**src/sleep_mask_pkg.sv**
```systemverilog
// constants, types and register map shared by the sleep-state error masking block
package sleep_mask_pkg;

	// ----------------------------------------------------------------
	// register indices (byte address is four times the index)
	// ----------------------------------------------------------------
	localparam int         REG_W              = 8;
	localparam int         IDX_W              = 8;
	localparam int         ADDR_LSB           = 2;
	localparam logic [7:0] IDX_SLEEP_SELECT   = 8'hE4;
	localparam logic [7:0] IDX_S1_GENERAL     = 8'hE5;
	localparam logic [7:0] IDX_S1_TACH        = 8'hE6;
	localparam logic [7:0] IDX_S3_GENERAL     = 8'hE7;
	localparam logic [7:0] IDX_S3_TACH        = 8'hE8;
	localparam logic [7:0] IDX_S3_TEMP_VOLT   = 8'hE9;
	localparam logic [7:0] IDX_S45_GENERAL    = 8'hEA;
	localparam logic [7:0] IDX_S45_TEMP_VOLT  = 8'hEB;

	// ----------------------------------------------------------------
	// reset values and writable fields
	// ----------------------------------------------------------------
	localparam logic [1:0] RST_SLEEP_SELECT   = 2'h3;
	localparam logic [7:0] RST_GENERAL_MASK   = 8'hFF;
	localparam logic [3:0] RST_TACH_MASK      = 4'hF;
	localparam logic [3:0] RST_TEMP_VOLT_MASK = 4'h7;
	localparam int         SELECT_W           = 2;
	localparam int         TACH_W             = 4;
	localparam int         TEMP_VOLT_W        = 4;
	localparam int         BIT_ANALOG13       = 1;
	localparam int         BIT_ANALOG14       = 2;
	localparam int         BIT_THERMAL        = 3;

	// ----------------------------------------------------------------
	// bus answers
	// ----------------------------------------------------------------
	localparam logic [1:0] RESP_OKAY          = 2'h0;
	localparam logic [1:0] RESP_SLVERR        = 2'h2;

	// ----------------------------------------------------------------
	// types
	// ----------------------------------------------------------------
	typedef enum logic [1:0] {
		SLEEP_S0  = 2'b00,
		SLEEP_S1  = 2'b01,
		SLEEP_S3  = 2'b10,
		SLEEP_S45 = 2'b11
	} sleep_state_t;

	typedef struct packed {
		logic [7:0] general_input;
		logic [3:0] fan_speed_input;
		logic       analog_input_13;
		logic       analog_input_14;
		logic [1:0] zone_temp;
		logic [1:0] zone_diode;
	} err_events_t;

	localparam int EVENT_W = $bits(err_events_t);

	// fixed per-state suppression; S4/5 has no tachometer mask register, fans are taken as stopped
	localparam err_events_t FIXED_NONE = '0;
	localparam err_events_t FIXED_S45_DEFAULT = '{
		general_input:   8'h00,
		fan_speed_input: 4'hF,
		analog_input_13: 1'b0,
		analog_input_14: 1'b0,
		zone_temp:       2'h0,
		zone_diode:      2'h0
	};

endpackage

```
**src/sleep_state_error_masking.sv**
```systemverilog
// sleep-state selector, per-state mask registers and error event suppression behind AXI4-Lite
//
// The AXI4-Lite interface to the registers is this design's own decision.
`timescale 1ns/1ps

module sleep_state_error_masking
	import sleep_mask_pkg::*;
#(
	parameter int          ADDR_W             = 12,
	parameter err_events_t FIXED_S1_SUPPRESS  = FIXED_NONE,
	parameter err_events_t FIXED_S3_SUPPRESS  = FIXED_NONE,
	parameter err_events_t FIXED_S45_SUPPRESS = FIXED_S45_DEFAULT
) (
	// clock and reset
	input  wire logic              aclk,
	input  wire logic              aresetn,
	// external reset pin, active low, asynchronous to aclk
	input  wire logic              ext_reset_n,
	// axi4-lite write address
	input  wire logic [ADDR_W-1:0] awaddr,
	input  wire logic [2:0]        awprot,
	input  wire logic              awvalid,
	output logic                   awready,
	// axi4-lite write data
	input  wire logic [31:0]       wdata,
	input  wire logic [3:0]        wstrb,
	input  wire logic              wvalid,
	output logic                   wready,
	// axi4-lite write response
	output logic [1:0]             bresp,
	output logic                   bvalid,
	input  wire logic              bready,
	// axi4-lite read address
	input  wire logic [ADDR_W-1:0] araddr,
	input  wire logic [2:0]        arprot,
	input  wire logic              arvalid,
	output logic                   arready,
	// axi4-lite read data
	output logic [31:0]            rdata,
	output logic [1:0]             rresp,
	output logic                   rvalid,
	input  wire logic              rready,
	// error events in, masked events out
	input  wire err_events_t       events_in,
	output err_events_t            events_out,
	output logic [1:0]             sleep_state_field
);

	// ----------------------------------------------------------------
	// helpers
	// ----------------------------------------------------------------
	function automatic logic [IDX_W-1:0] addr_index(input logic [ADDR_W-1:0] addr);
		addr_index = addr[ADDR_LSB +: IDX_W];
	endfunction

	function automatic logic idx_mapped(input logic [IDX_W-1:0] idx);
		idx_mapped = (idx >= IDX_SLEEP_SELECT) && (idx <= IDX_S45_TEMP_VOLT);
	endfunction

	// one state's suppression vector from its mask registers and its fixed part
	function automatic err_events_t build_suppress(
		input logic [7:0]             general_mask,
		input logic [TACH_W-1:0]      fan_mask,
		input logic [TEMP_VOLT_W-1:0] tv_mask,
		input err_events_t            fixed
	);
		err_events_t s;
		s                 = fixed;
		s.general_input   = fixed.general_input | general_mask;
		s.fan_speed_input = fixed.fan_speed_input | fan_mask;
		s.analog_input_13 = fixed.analog_input_13 | tv_mask[BIT_ANALOG13];
		s.analog_input_14 = fixed.analog_input_14 | tv_mask[BIT_ANALOG14];
		s.zone_temp       = fixed.zone_temp | {2{tv_mask[BIT_THERMAL]}};
		s.zone_diode      = fixed.zone_diode | {2{tv_mask[BIT_THERMAL]}};
		build_suppress    = s;
	endfunction

	// ----------------------------------------------------------------
	// state
	// ----------------------------------------------------------------
	logic                   ext_meta_r;
	logic                   ext_sync_r;
	sleep_state_t           select_r;
	logic [7:0]             s1_general_r;
	logic [TACH_W-1:0]      s1_tach_r;
	logic [7:0]             s3_general_r;
	logic [TACH_W-1:0]      s3_tach_r;
	logic [TEMP_VOLT_W-1:0] s3_temp_volt_r;
	logic [7:0]             s45_general_r;
	logic [TEMP_VOLT_W-1:0] s45_temp_volt_r;
	logic                   aw_full_r;
	logic [IDX_W-1:0]       aw_idx_r;
	logic                   w_full_r;
	logic [7:0]             w_byte_r;
	logic                   w_lane_r;
	err_events_t            events_out_r;

	// ----------------------------------------------------------------
	// external reset pin crossing
	// ----------------------------------------------------------------
	always_ff @(posedge aclk) begin
		if (!aresetn) begin
			ext_meta_r <= 1'b1;
			ext_sync_r <= 1'b1;
		end else begin
			ext_meta_r <= ext_reset_n;
			ext_sync_r <= ext_meta_r;
		end
	end

	wire ext_hold = !ext_sync_r;

	// ----------------------------------------------------------------
	// write channel: address and data taken in either order
	// ----------------------------------------------------------------
	wire              aw_take  = awvalid && awready;
	wire              w_take   = wvalid && wready;
	wire              aw_have  = aw_full_r || aw_take;
	wire              w_have   = w_full_r || w_take;
	wire              do_write = aw_have && w_have && !bvalid;
	wire [IDX_W-1:0]  wr_idx   = aw_full_r ? aw_idx_r : addr_index(awaddr);
	wire [7:0]        wr_byte  = w_full_r ? w_byte_r : wdata[7:0];
	wire              wr_lane  = w_full_r ? w_lane_r : wstrb[0];
	wire              wr_ok    = idx_mapped(wr_idx);
	wire              wr_en    = do_write && wr_lane && wr_ok && !ext_hold;

	wire wr_select     = wr_en && (wr_idx == IDX_SLEEP_SELECT);
	wire wr_s1_general = wr_en && (wr_idx == IDX_S1_GENERAL);
	wire wr_s1_tach    = wr_en && (wr_idx == IDX_S1_TACH);
	wire wr_s3_general = wr_en && (wr_idx == IDX_S3_GENERAL);
	wire wr_s3_tach    = wr_en && (wr_idx == IDX_S3_TACH);
	wire wr_s3_tv      = wr_en && (wr_idx == IDX_S3_TEMP_VOLT);
	wire wr_s45_general = wr_en && (wr_idx == IDX_S45_GENERAL);
	wire wr_s45_tv     = wr_en && (wr_idx == IDX_S45_TEMP_VOLT);

	always_ff @(posedge aclk) begin
		if (!aresetn) begin
			aw_full_r <= 1'b0;
			aw_idx_r  <= '0;
			awready   <= 1'b1;
		end else begin
			aw_full_r <= aw_have && !do_write;
			awready   <= !(aw_have && !do_write);
			if (aw_take) begin
				aw_idx_r <= addr_index(awaddr);
			end
		end
	end

	always_ff @(posedge aclk) begin
		if (!aresetn) begin
			w_full_r <= 1'b0;
			w_byte_r <= '0;
			w_lane_r <= 1'b0;
			wready   <= 1'b1;
		end else begin
			w_full_r <= w_have && !do_write;
			wready   <= !(w_have && !do_write);
			if (w_take) begin
				w_byte_r <= wdata[7:0];
				w_lane_r <= wstrb[0];
			end
		end
	end

	always_ff @(posedge aclk) begin
		if (!aresetn) begin
			bvalid <= 1'b0;
			bresp  <= RESP_OKAY;
		end else if (do_write) begin
			bvalid <= 1'b1;
			bresp  <= wr_ok ? RESP_OKAY : RESP_SLVERR;
		end else if (bready) begin
			bvalid <= 1'b0;
		end
	end

	// ----------------------------------------------------------------
	// registers; the external reset pin restores all defaults
	// ----------------------------------------------------------------
	wire clear_regs = !aresetn || ext_hold;

	always_ff @(posedge aclk) begin
		if (clear_regs) begin
			select_r <= sleep_state_t'(RST_SLEEP_SELECT);
		end else if (wr_select) begin
			select_r <= sleep_state_t'(wr_byte[SELECT_W-1:0]);
		end
	end

	always_ff @(posedge aclk) begin
		if (clear_regs) begin
			s1_general_r  <= RST_GENERAL_MASK;
			s3_general_r  <= RST_GENERAL_MASK;
			s45_general_r <= RST_GENERAL_MASK;
		end else begin
			if (wr_s1_general) begin
				s1_general_r <= wr_byte;
			end
			if (wr_s3_general) begin
				s3_general_r <= wr_byte;
			end
			if (wr_s45_general) begin
				s45_general_r <= wr_byte;
			end
		end
	end

	always_ff @(posedge aclk) begin
		if (clear_regs) begin
			s1_tach_r       <= RST_TACH_MASK;
			s3_tach_r       <= RST_TACH_MASK;
			s3_temp_volt_r  <= RST_TEMP_VOLT_MASK;
			s45_temp_volt_r <= RST_TEMP_VOLT_MASK;
		end else begin
			if (wr_s1_tach) begin
				s1_tach_r <= wr_byte[TACH_W-1:0];
			end
			if (wr_s3_tach) begin
				s3_tach_r <= wr_byte[TACH_W-1:0];
			end
			// bit 0 is stored as written; keeping it high is up to software
			if (wr_s3_tv) begin
				s3_temp_volt_r <= wr_byte[TEMP_VOLT_W-1:0];
			end
			if (wr_s45_tv) begin
				s45_temp_volt_r <= wr_byte[TEMP_VOLT_W-1:0];
			end
		end
	end

	// ----------------------------------------------------------------
	// read channel, reserved bits read as zero
	// ----------------------------------------------------------------
	wire             ar_take = arvalid && arready;
	wire [IDX_W-1:0] rd_idx  = addr_index(araddr);
	wire [7:0]       rd_byte =
		(rd_idx == IDX_SLEEP_SELECT)  ? {6'h00, select_r} :
		(rd_idx == IDX_S1_GENERAL)    ? s1_general_r :
		(rd_idx == IDX_S1_TACH)       ? {4'h0, s1_tach_r} :
		(rd_idx == IDX_S3_GENERAL)    ? s3_general_r :
		(rd_idx == IDX_S3_TACH)       ? {4'h0, s3_tach_r} :
		(rd_idx == IDX_S3_TEMP_VOLT)  ? {4'h0, s3_temp_volt_r} :
		(rd_idx == IDX_S45_GENERAL)   ? s45_general_r :
		(rd_idx == IDX_S45_TEMP_VOLT) ? {4'h0, s45_temp_volt_r} :
		8'h00;

	always_ff @(posedge aclk) begin
		if (!aresetn) begin
			arready <= 1'b1;
			rvalid  <= 1'b0;
			rdata   <= '0;
			rresp   <= RESP_OKAY;
		end else if (ar_take) begin
			arready <= 1'b0;
			rvalid  <= 1'b1;
			rdata   <= {24'h000000, rd_byte};
			rresp   <= idx_mapped(rd_idx) ? RESP_OKAY : RESP_SLVERR;
		end else if (rvalid && rready) begin
			arready <= 1'b1;
			rvalid  <= 1'b0;
		end
	end

	// ----------------------------------------------------------------
	// suppression per selected state
	// ----------------------------------------------------------------
	// each state's masks feed only its own vector, so the others stay inert
	wire err_events_t sup_s1  = build_suppress(s1_general_r, s1_tach_r,
		{TEMP_VOLT_W{1'b0}}, FIXED_S1_SUPPRESS);
	wire err_events_t sup_s3  = build_suppress(s3_general_r, s3_tach_r,
		s3_temp_volt_r, FIXED_S3_SUPPRESS);
	wire err_events_t sup_s45 = build_suppress(s45_general_r, {TACH_W{1'b0}},
		s45_temp_volt_r, FIXED_S45_SUPPRESS);

	wire err_events_t suppress =
		(select_r == SLEEP_S1)  ? sup_s1 :
		(select_r == SLEEP_S3)  ? sup_s3 :
		(select_r == SLEEP_S45) ? sup_s45 :
		FIXED_NONE;

	always_ff @(posedge aclk) begin
		if (!aresetn) begin
			events_out_r <= FIXED_NONE;
		end else begin
			events_out_r <= events_in & ~suppress;
		end
	end

	assign events_out        = events_out_r;
	assign sleep_state_field = select_r;

endmodule

```
**config.mk**
```make
export PLATFORM = sky130hd
export DESIGN_NAME = sleep_state_error_masking
export DESIGN_NICKNAME = d
export VERILOG_FILES = /design/src/sleep_mask_pkg.sv /design/src/sleep_state_error_masking.sv
export SDC_FILE = /design/constraint.sdc
export NUM_CORES = 1
export LEC_CHECK = 0
export ABC_AREA = 0
export BUFFER_PORTS_ARGS = -buffer_cell sky130_fd_sc_hd__buf_2
export CAP_MARGIN = 10
export CORE_MARGIN = 2
export CORE_UTILIZATION = 30
export DETAILED_ROUTE_END_ITERATION = 7
export HOLD_SLACK_MARGIN = 0.06
export PLACE_DENSITY_LB_ADDON = 0.08
export SLEW_MARGIN = 10
export SYNTH_ARGS = -nofsm -noshare
export SYNTH_HDL_FRONTEND = slang
export SYNTH_SLANG_ARGS = --single-unit
```
**constraint.sdc**
```tcl
create_clock -name aclk -period 5 [get_ports aclk]
set_input_delay 1 -clock aclk [delete_from_list [all_inputs] [get_ports aclk]]
set_output_delay 1 -clock aclk [all_outputs]
set_load 0.01 [all_outputs]
```
==> qor.txt <==
Sw Share: 24.36%
Filler cells: 1486
chip width: 126.6 um
Setup Buffers After CTS: 0
vias per inst: 4.838
RSZ-0062 raised after global routing: false
GRT Total Usage: 15.40%
EDFF count, synth: 0
Compound-Gate Fraction of Synth Area: 16.35%
Comb power frac: 9.9%
initial antenna violation count: 0
first drt pass iteration count: 6
final std cells w/o fill: 730
Final Hold Fails: 0
Die Y: 126.6 um
area of the die: 16020 um^2
CP max stage cell: a211oi_1
post-detail-place hpwl: 8.467 mm
Synth Register Bits: 96
VDD IR max: 0.1675 mV
hold crit path type: reg2reg
cell-internal power: 1.335 mW
met2 usage: 23.94%
Clk network pwr share: 44.5%
clock tree root buffer cell: clkbuf_16
CP max stage delay: 0.98 ns
post-route setup TNS: 0 ns
mux cell area share after synthesis: 16.54%
Setup Skew: 0.006511 ns
post-route ant nets: 0
first-pass GRT wire length: 19.11 mm
dominant synthesized flop cell: dfxtp_1
Worst-Margin Slew: 1.139 ns
post-DR wirelength/cell: 16.38 um
synth-to-layout area growth: 18.48%
flip-flop and latch area: 1922 um^2
synth warn: 0
fmax: 0.3531 GHz
outcome: finished clean
routed vias: 3532
Top Ports: 153
# Max-Cap Violations: 0
share of cells above drive strength 1: 26.19%
Worst Path Arrival: 3.02 ns
CTS tree: done
Sink Count: 96
Multi-input gate area: 2371 um^2
Nets: 633
crit path buf inv count: 2
Crit path max-delay family: compound AO/OA/AOI/OAI gates
DRC Markers: 0
Post-Synthesis Cell Area: 4508 um^2
Finish-stage setup viols: 0
Top Usage Layer GRT: met2
P per Cell Area: 330.4 nW/um^2
Gate Count Post-Synth: 465
crit-path cells: buf_2 > nand2_1 > buf_4 > a211oi_1 > mux2i_1
Reg power frac: 45.6%
port bufs: 85
min cycle time layout: 2.832 ns
Slew headroom: 23.60%
Critical Path RT: 5.18 ns
met3 global-route usage: 4.513%
Adder-Cell Fraction of Synth Area: 0%
CTS Hold Buffers Added: 0
vias in the first global route: 3551
Post-Synth XOR/XNOR Area: 0.1943%
Non-Filler Cell Area, Final: 5341 um^2
main combinational cell family by area after synthesis: simple AND/OR/NAND/NOR gates
ANT cells: 0
Synth Area per Inst: 9.695 um^2
Area after DPL: 5005 um^2
GRT overflow: 0
Pleak: 2.369 nW
P_sw: 0.4299 mW
routed wire length: 11.96 mm
clk slew on worst S/H paths: 0.07 ns
met1 Resource Use GR: 20.45%
core footprint: 14590 um^2
Worst Setup End Kind: flip-flop
CTS buffer count: 9
1st-iter DRT viols: 194
Setup CP Type: in2reg
Final Wtd Congestion: 0.7603
crit start category: input pin
crit-path max FO: 48
Synth async-reset ratio: 0%
CTS max path bufs: 2
Synth Area in Simple Gates: 17.35%
largest net degree at the start of global routing: 49
H-Tree Depth: 3
Unique masters post-synth: 50
Final Max Tran Viols: 0
register area share after synthesis: 42.63%
starting density of the core: 30.90%
Resized Gates After CTS: 0
Placed Cells: 714
total design power: 1.765 mW
Final period util: 56.64%
clock latency at the later pin of the worst-skew pair: 0.35 ns
Cell Rows: 44
==> path summary, 6_finish.rpt <==
| path | from | to | slack (ns) | depth (start not counted) |
|---|---|---|---|---|
| worst min-delay path | ext_meta_r | ext_sync_r | 0.41 | 1 |
| worst max register to register | aw_full_r | s3_tach_r[2] | 2.74 | 4 |
| worst min register to register | ext_meta_r | ext_sync_r | 0.41 | 1 |
| worst max-delay path | aresetn | s3_general_r[2] | 2.17 | 5 |
==> per-layer routing <==
| layer | vias to the layer above | wire length, um |
|---|---|---|
| met5 | - | 0 |
| li1 | 1759 | - |
| met4 | 0 | 233 |
| met2 | 82 | 5455 |
| met3 | 11 | 567 |
| met1 | 1680 | 5699 |
==> flip-flops by register name, indices dropped and copies added, names as in the netlist, 2 cells and up <==
register and count:
s45_temp_volt_r 4, rdata 8, s1_tach_r 4, aw_idx_r 8, s1_general_r 8, w_byte_r 8, s3_temp_volt_r 4, s45_general_r 8
events_out 18, s3_tach_r 4, s3_general_r 8, sleep_state_field 2
==> cell usage in the layout (no fill, tap or decap), drive strengths merged, types with 4 or more instances in the layout <==
| cell type | n |
|---|---|
| dfxtp | 96 |
| buf | 90 |
| nor2 | 54 |
| nand2 | 50 |
| mux2i | 46 |
| a21oi | 31 |
| conb | 26 |
| mux2 | 17 |
| a211oi | 11 |
| nor2b | 10 |
| and2 | 10 |
| clkbuf | 10 |
| a221oi | 9 |
| o2111ai | 8 |
| a22o | 7 |
| nor3 | 7 |
| nand2b | 6 |
| inv | 4 |
| o211a | 4 |
| a32o | 4 |
| o21ai | 4 |
| mux4 | 4 |
==> worst reg2reg max path: cells and delay by family (launching register included) <==
family,cells,cell delay [ns]
AO/OA/AOI/OAI,1,0.41
AND/OR/NAND/NOR,1,0.48
flip-flops,1,0.57
multiplexers,2,0.64
==> synthesized netlist by cell type (all sizes together), types with 3 or more instances <==
master   number  share of area (%)
dfxtp        96                 43
nor2         54                4.5
nand2        50                4.2
mux2i        46                 10
buf          32                4.9
a21oi        31                3.4
clkbuf       18                1.5
mux2         17                4.2
a211oi       11                2.4
and2         10                1.4
nor2b        10                1.4
a221oi        9                1.7
o2111ai       8                3.3
a22o          7                1.4
nor3          7               0.89
nand2b        6               0.83
a32o          4               0.89
inv           4               0.33
mux4          4                2.0
o211a         4               0.89
o21ai         4               0.44
a31oi         3               0.42
nand3         3               0.33
nand4b        3               0.58
nor4          3               0.89
o32ai         3               0.58
==> power by group through the flow <==
| stage | registers (mW) | logic (mW) | clock network, mW |
|---|---|---|---|
| floorplan | 0.818 | 0.136 | 0 |
| global placement | 0.822 | 0.175 | 0 |
| detailed placement | 0.822 | 0.177 | 0 |
| CTS | 0.805 | 0.178 | 0.810 |
| global route | 0.808 | 0.194 | 0.843 |
| finish | 0.805 | 0.175 | 0.785 |
==> through the flow <==
stage	util (%)	setup slack, ns	hold WS, ns
3_3_place_gp	34.31	1.747	0.3878
2_1_floorplan	-	2.530	0.3863
6_report	36.61	2.168	0.4141
3_5_place_dp	34.31	1.720	0.3986
4_1_cts	36.61	2.108	0.4197
5_1_grt	36.61	1.977	0.4370
==> logic make-up (layout without fill, tap and decap cells) <==
| group | Yosys count | after routing |
|---|---|---|
| AOI/OAI and AO/OA | 89 | 89 |
| xor gates and xnor gates | 1 | 1 |
| muxes | 67 | 67 |
| DFF | 96 | 96 |
| other | 1 | 26 |
| and+or+nand+nor | 156 | 156 |
| buffers and inverters | 55 | 111 |
==> final cells by class <==
class                           instances  area share, %
Multi-Input combinational cell        339          44.39
Sequential cell                        96          35.98
Timing Repair Buffer                   90          8.667
Tap cell                              184          4.310
Clock buffer                           10          4.287
Clock inverter                          6          2.015
Inverter                                5         0.3514
Power figures use the tool's default switching activity.
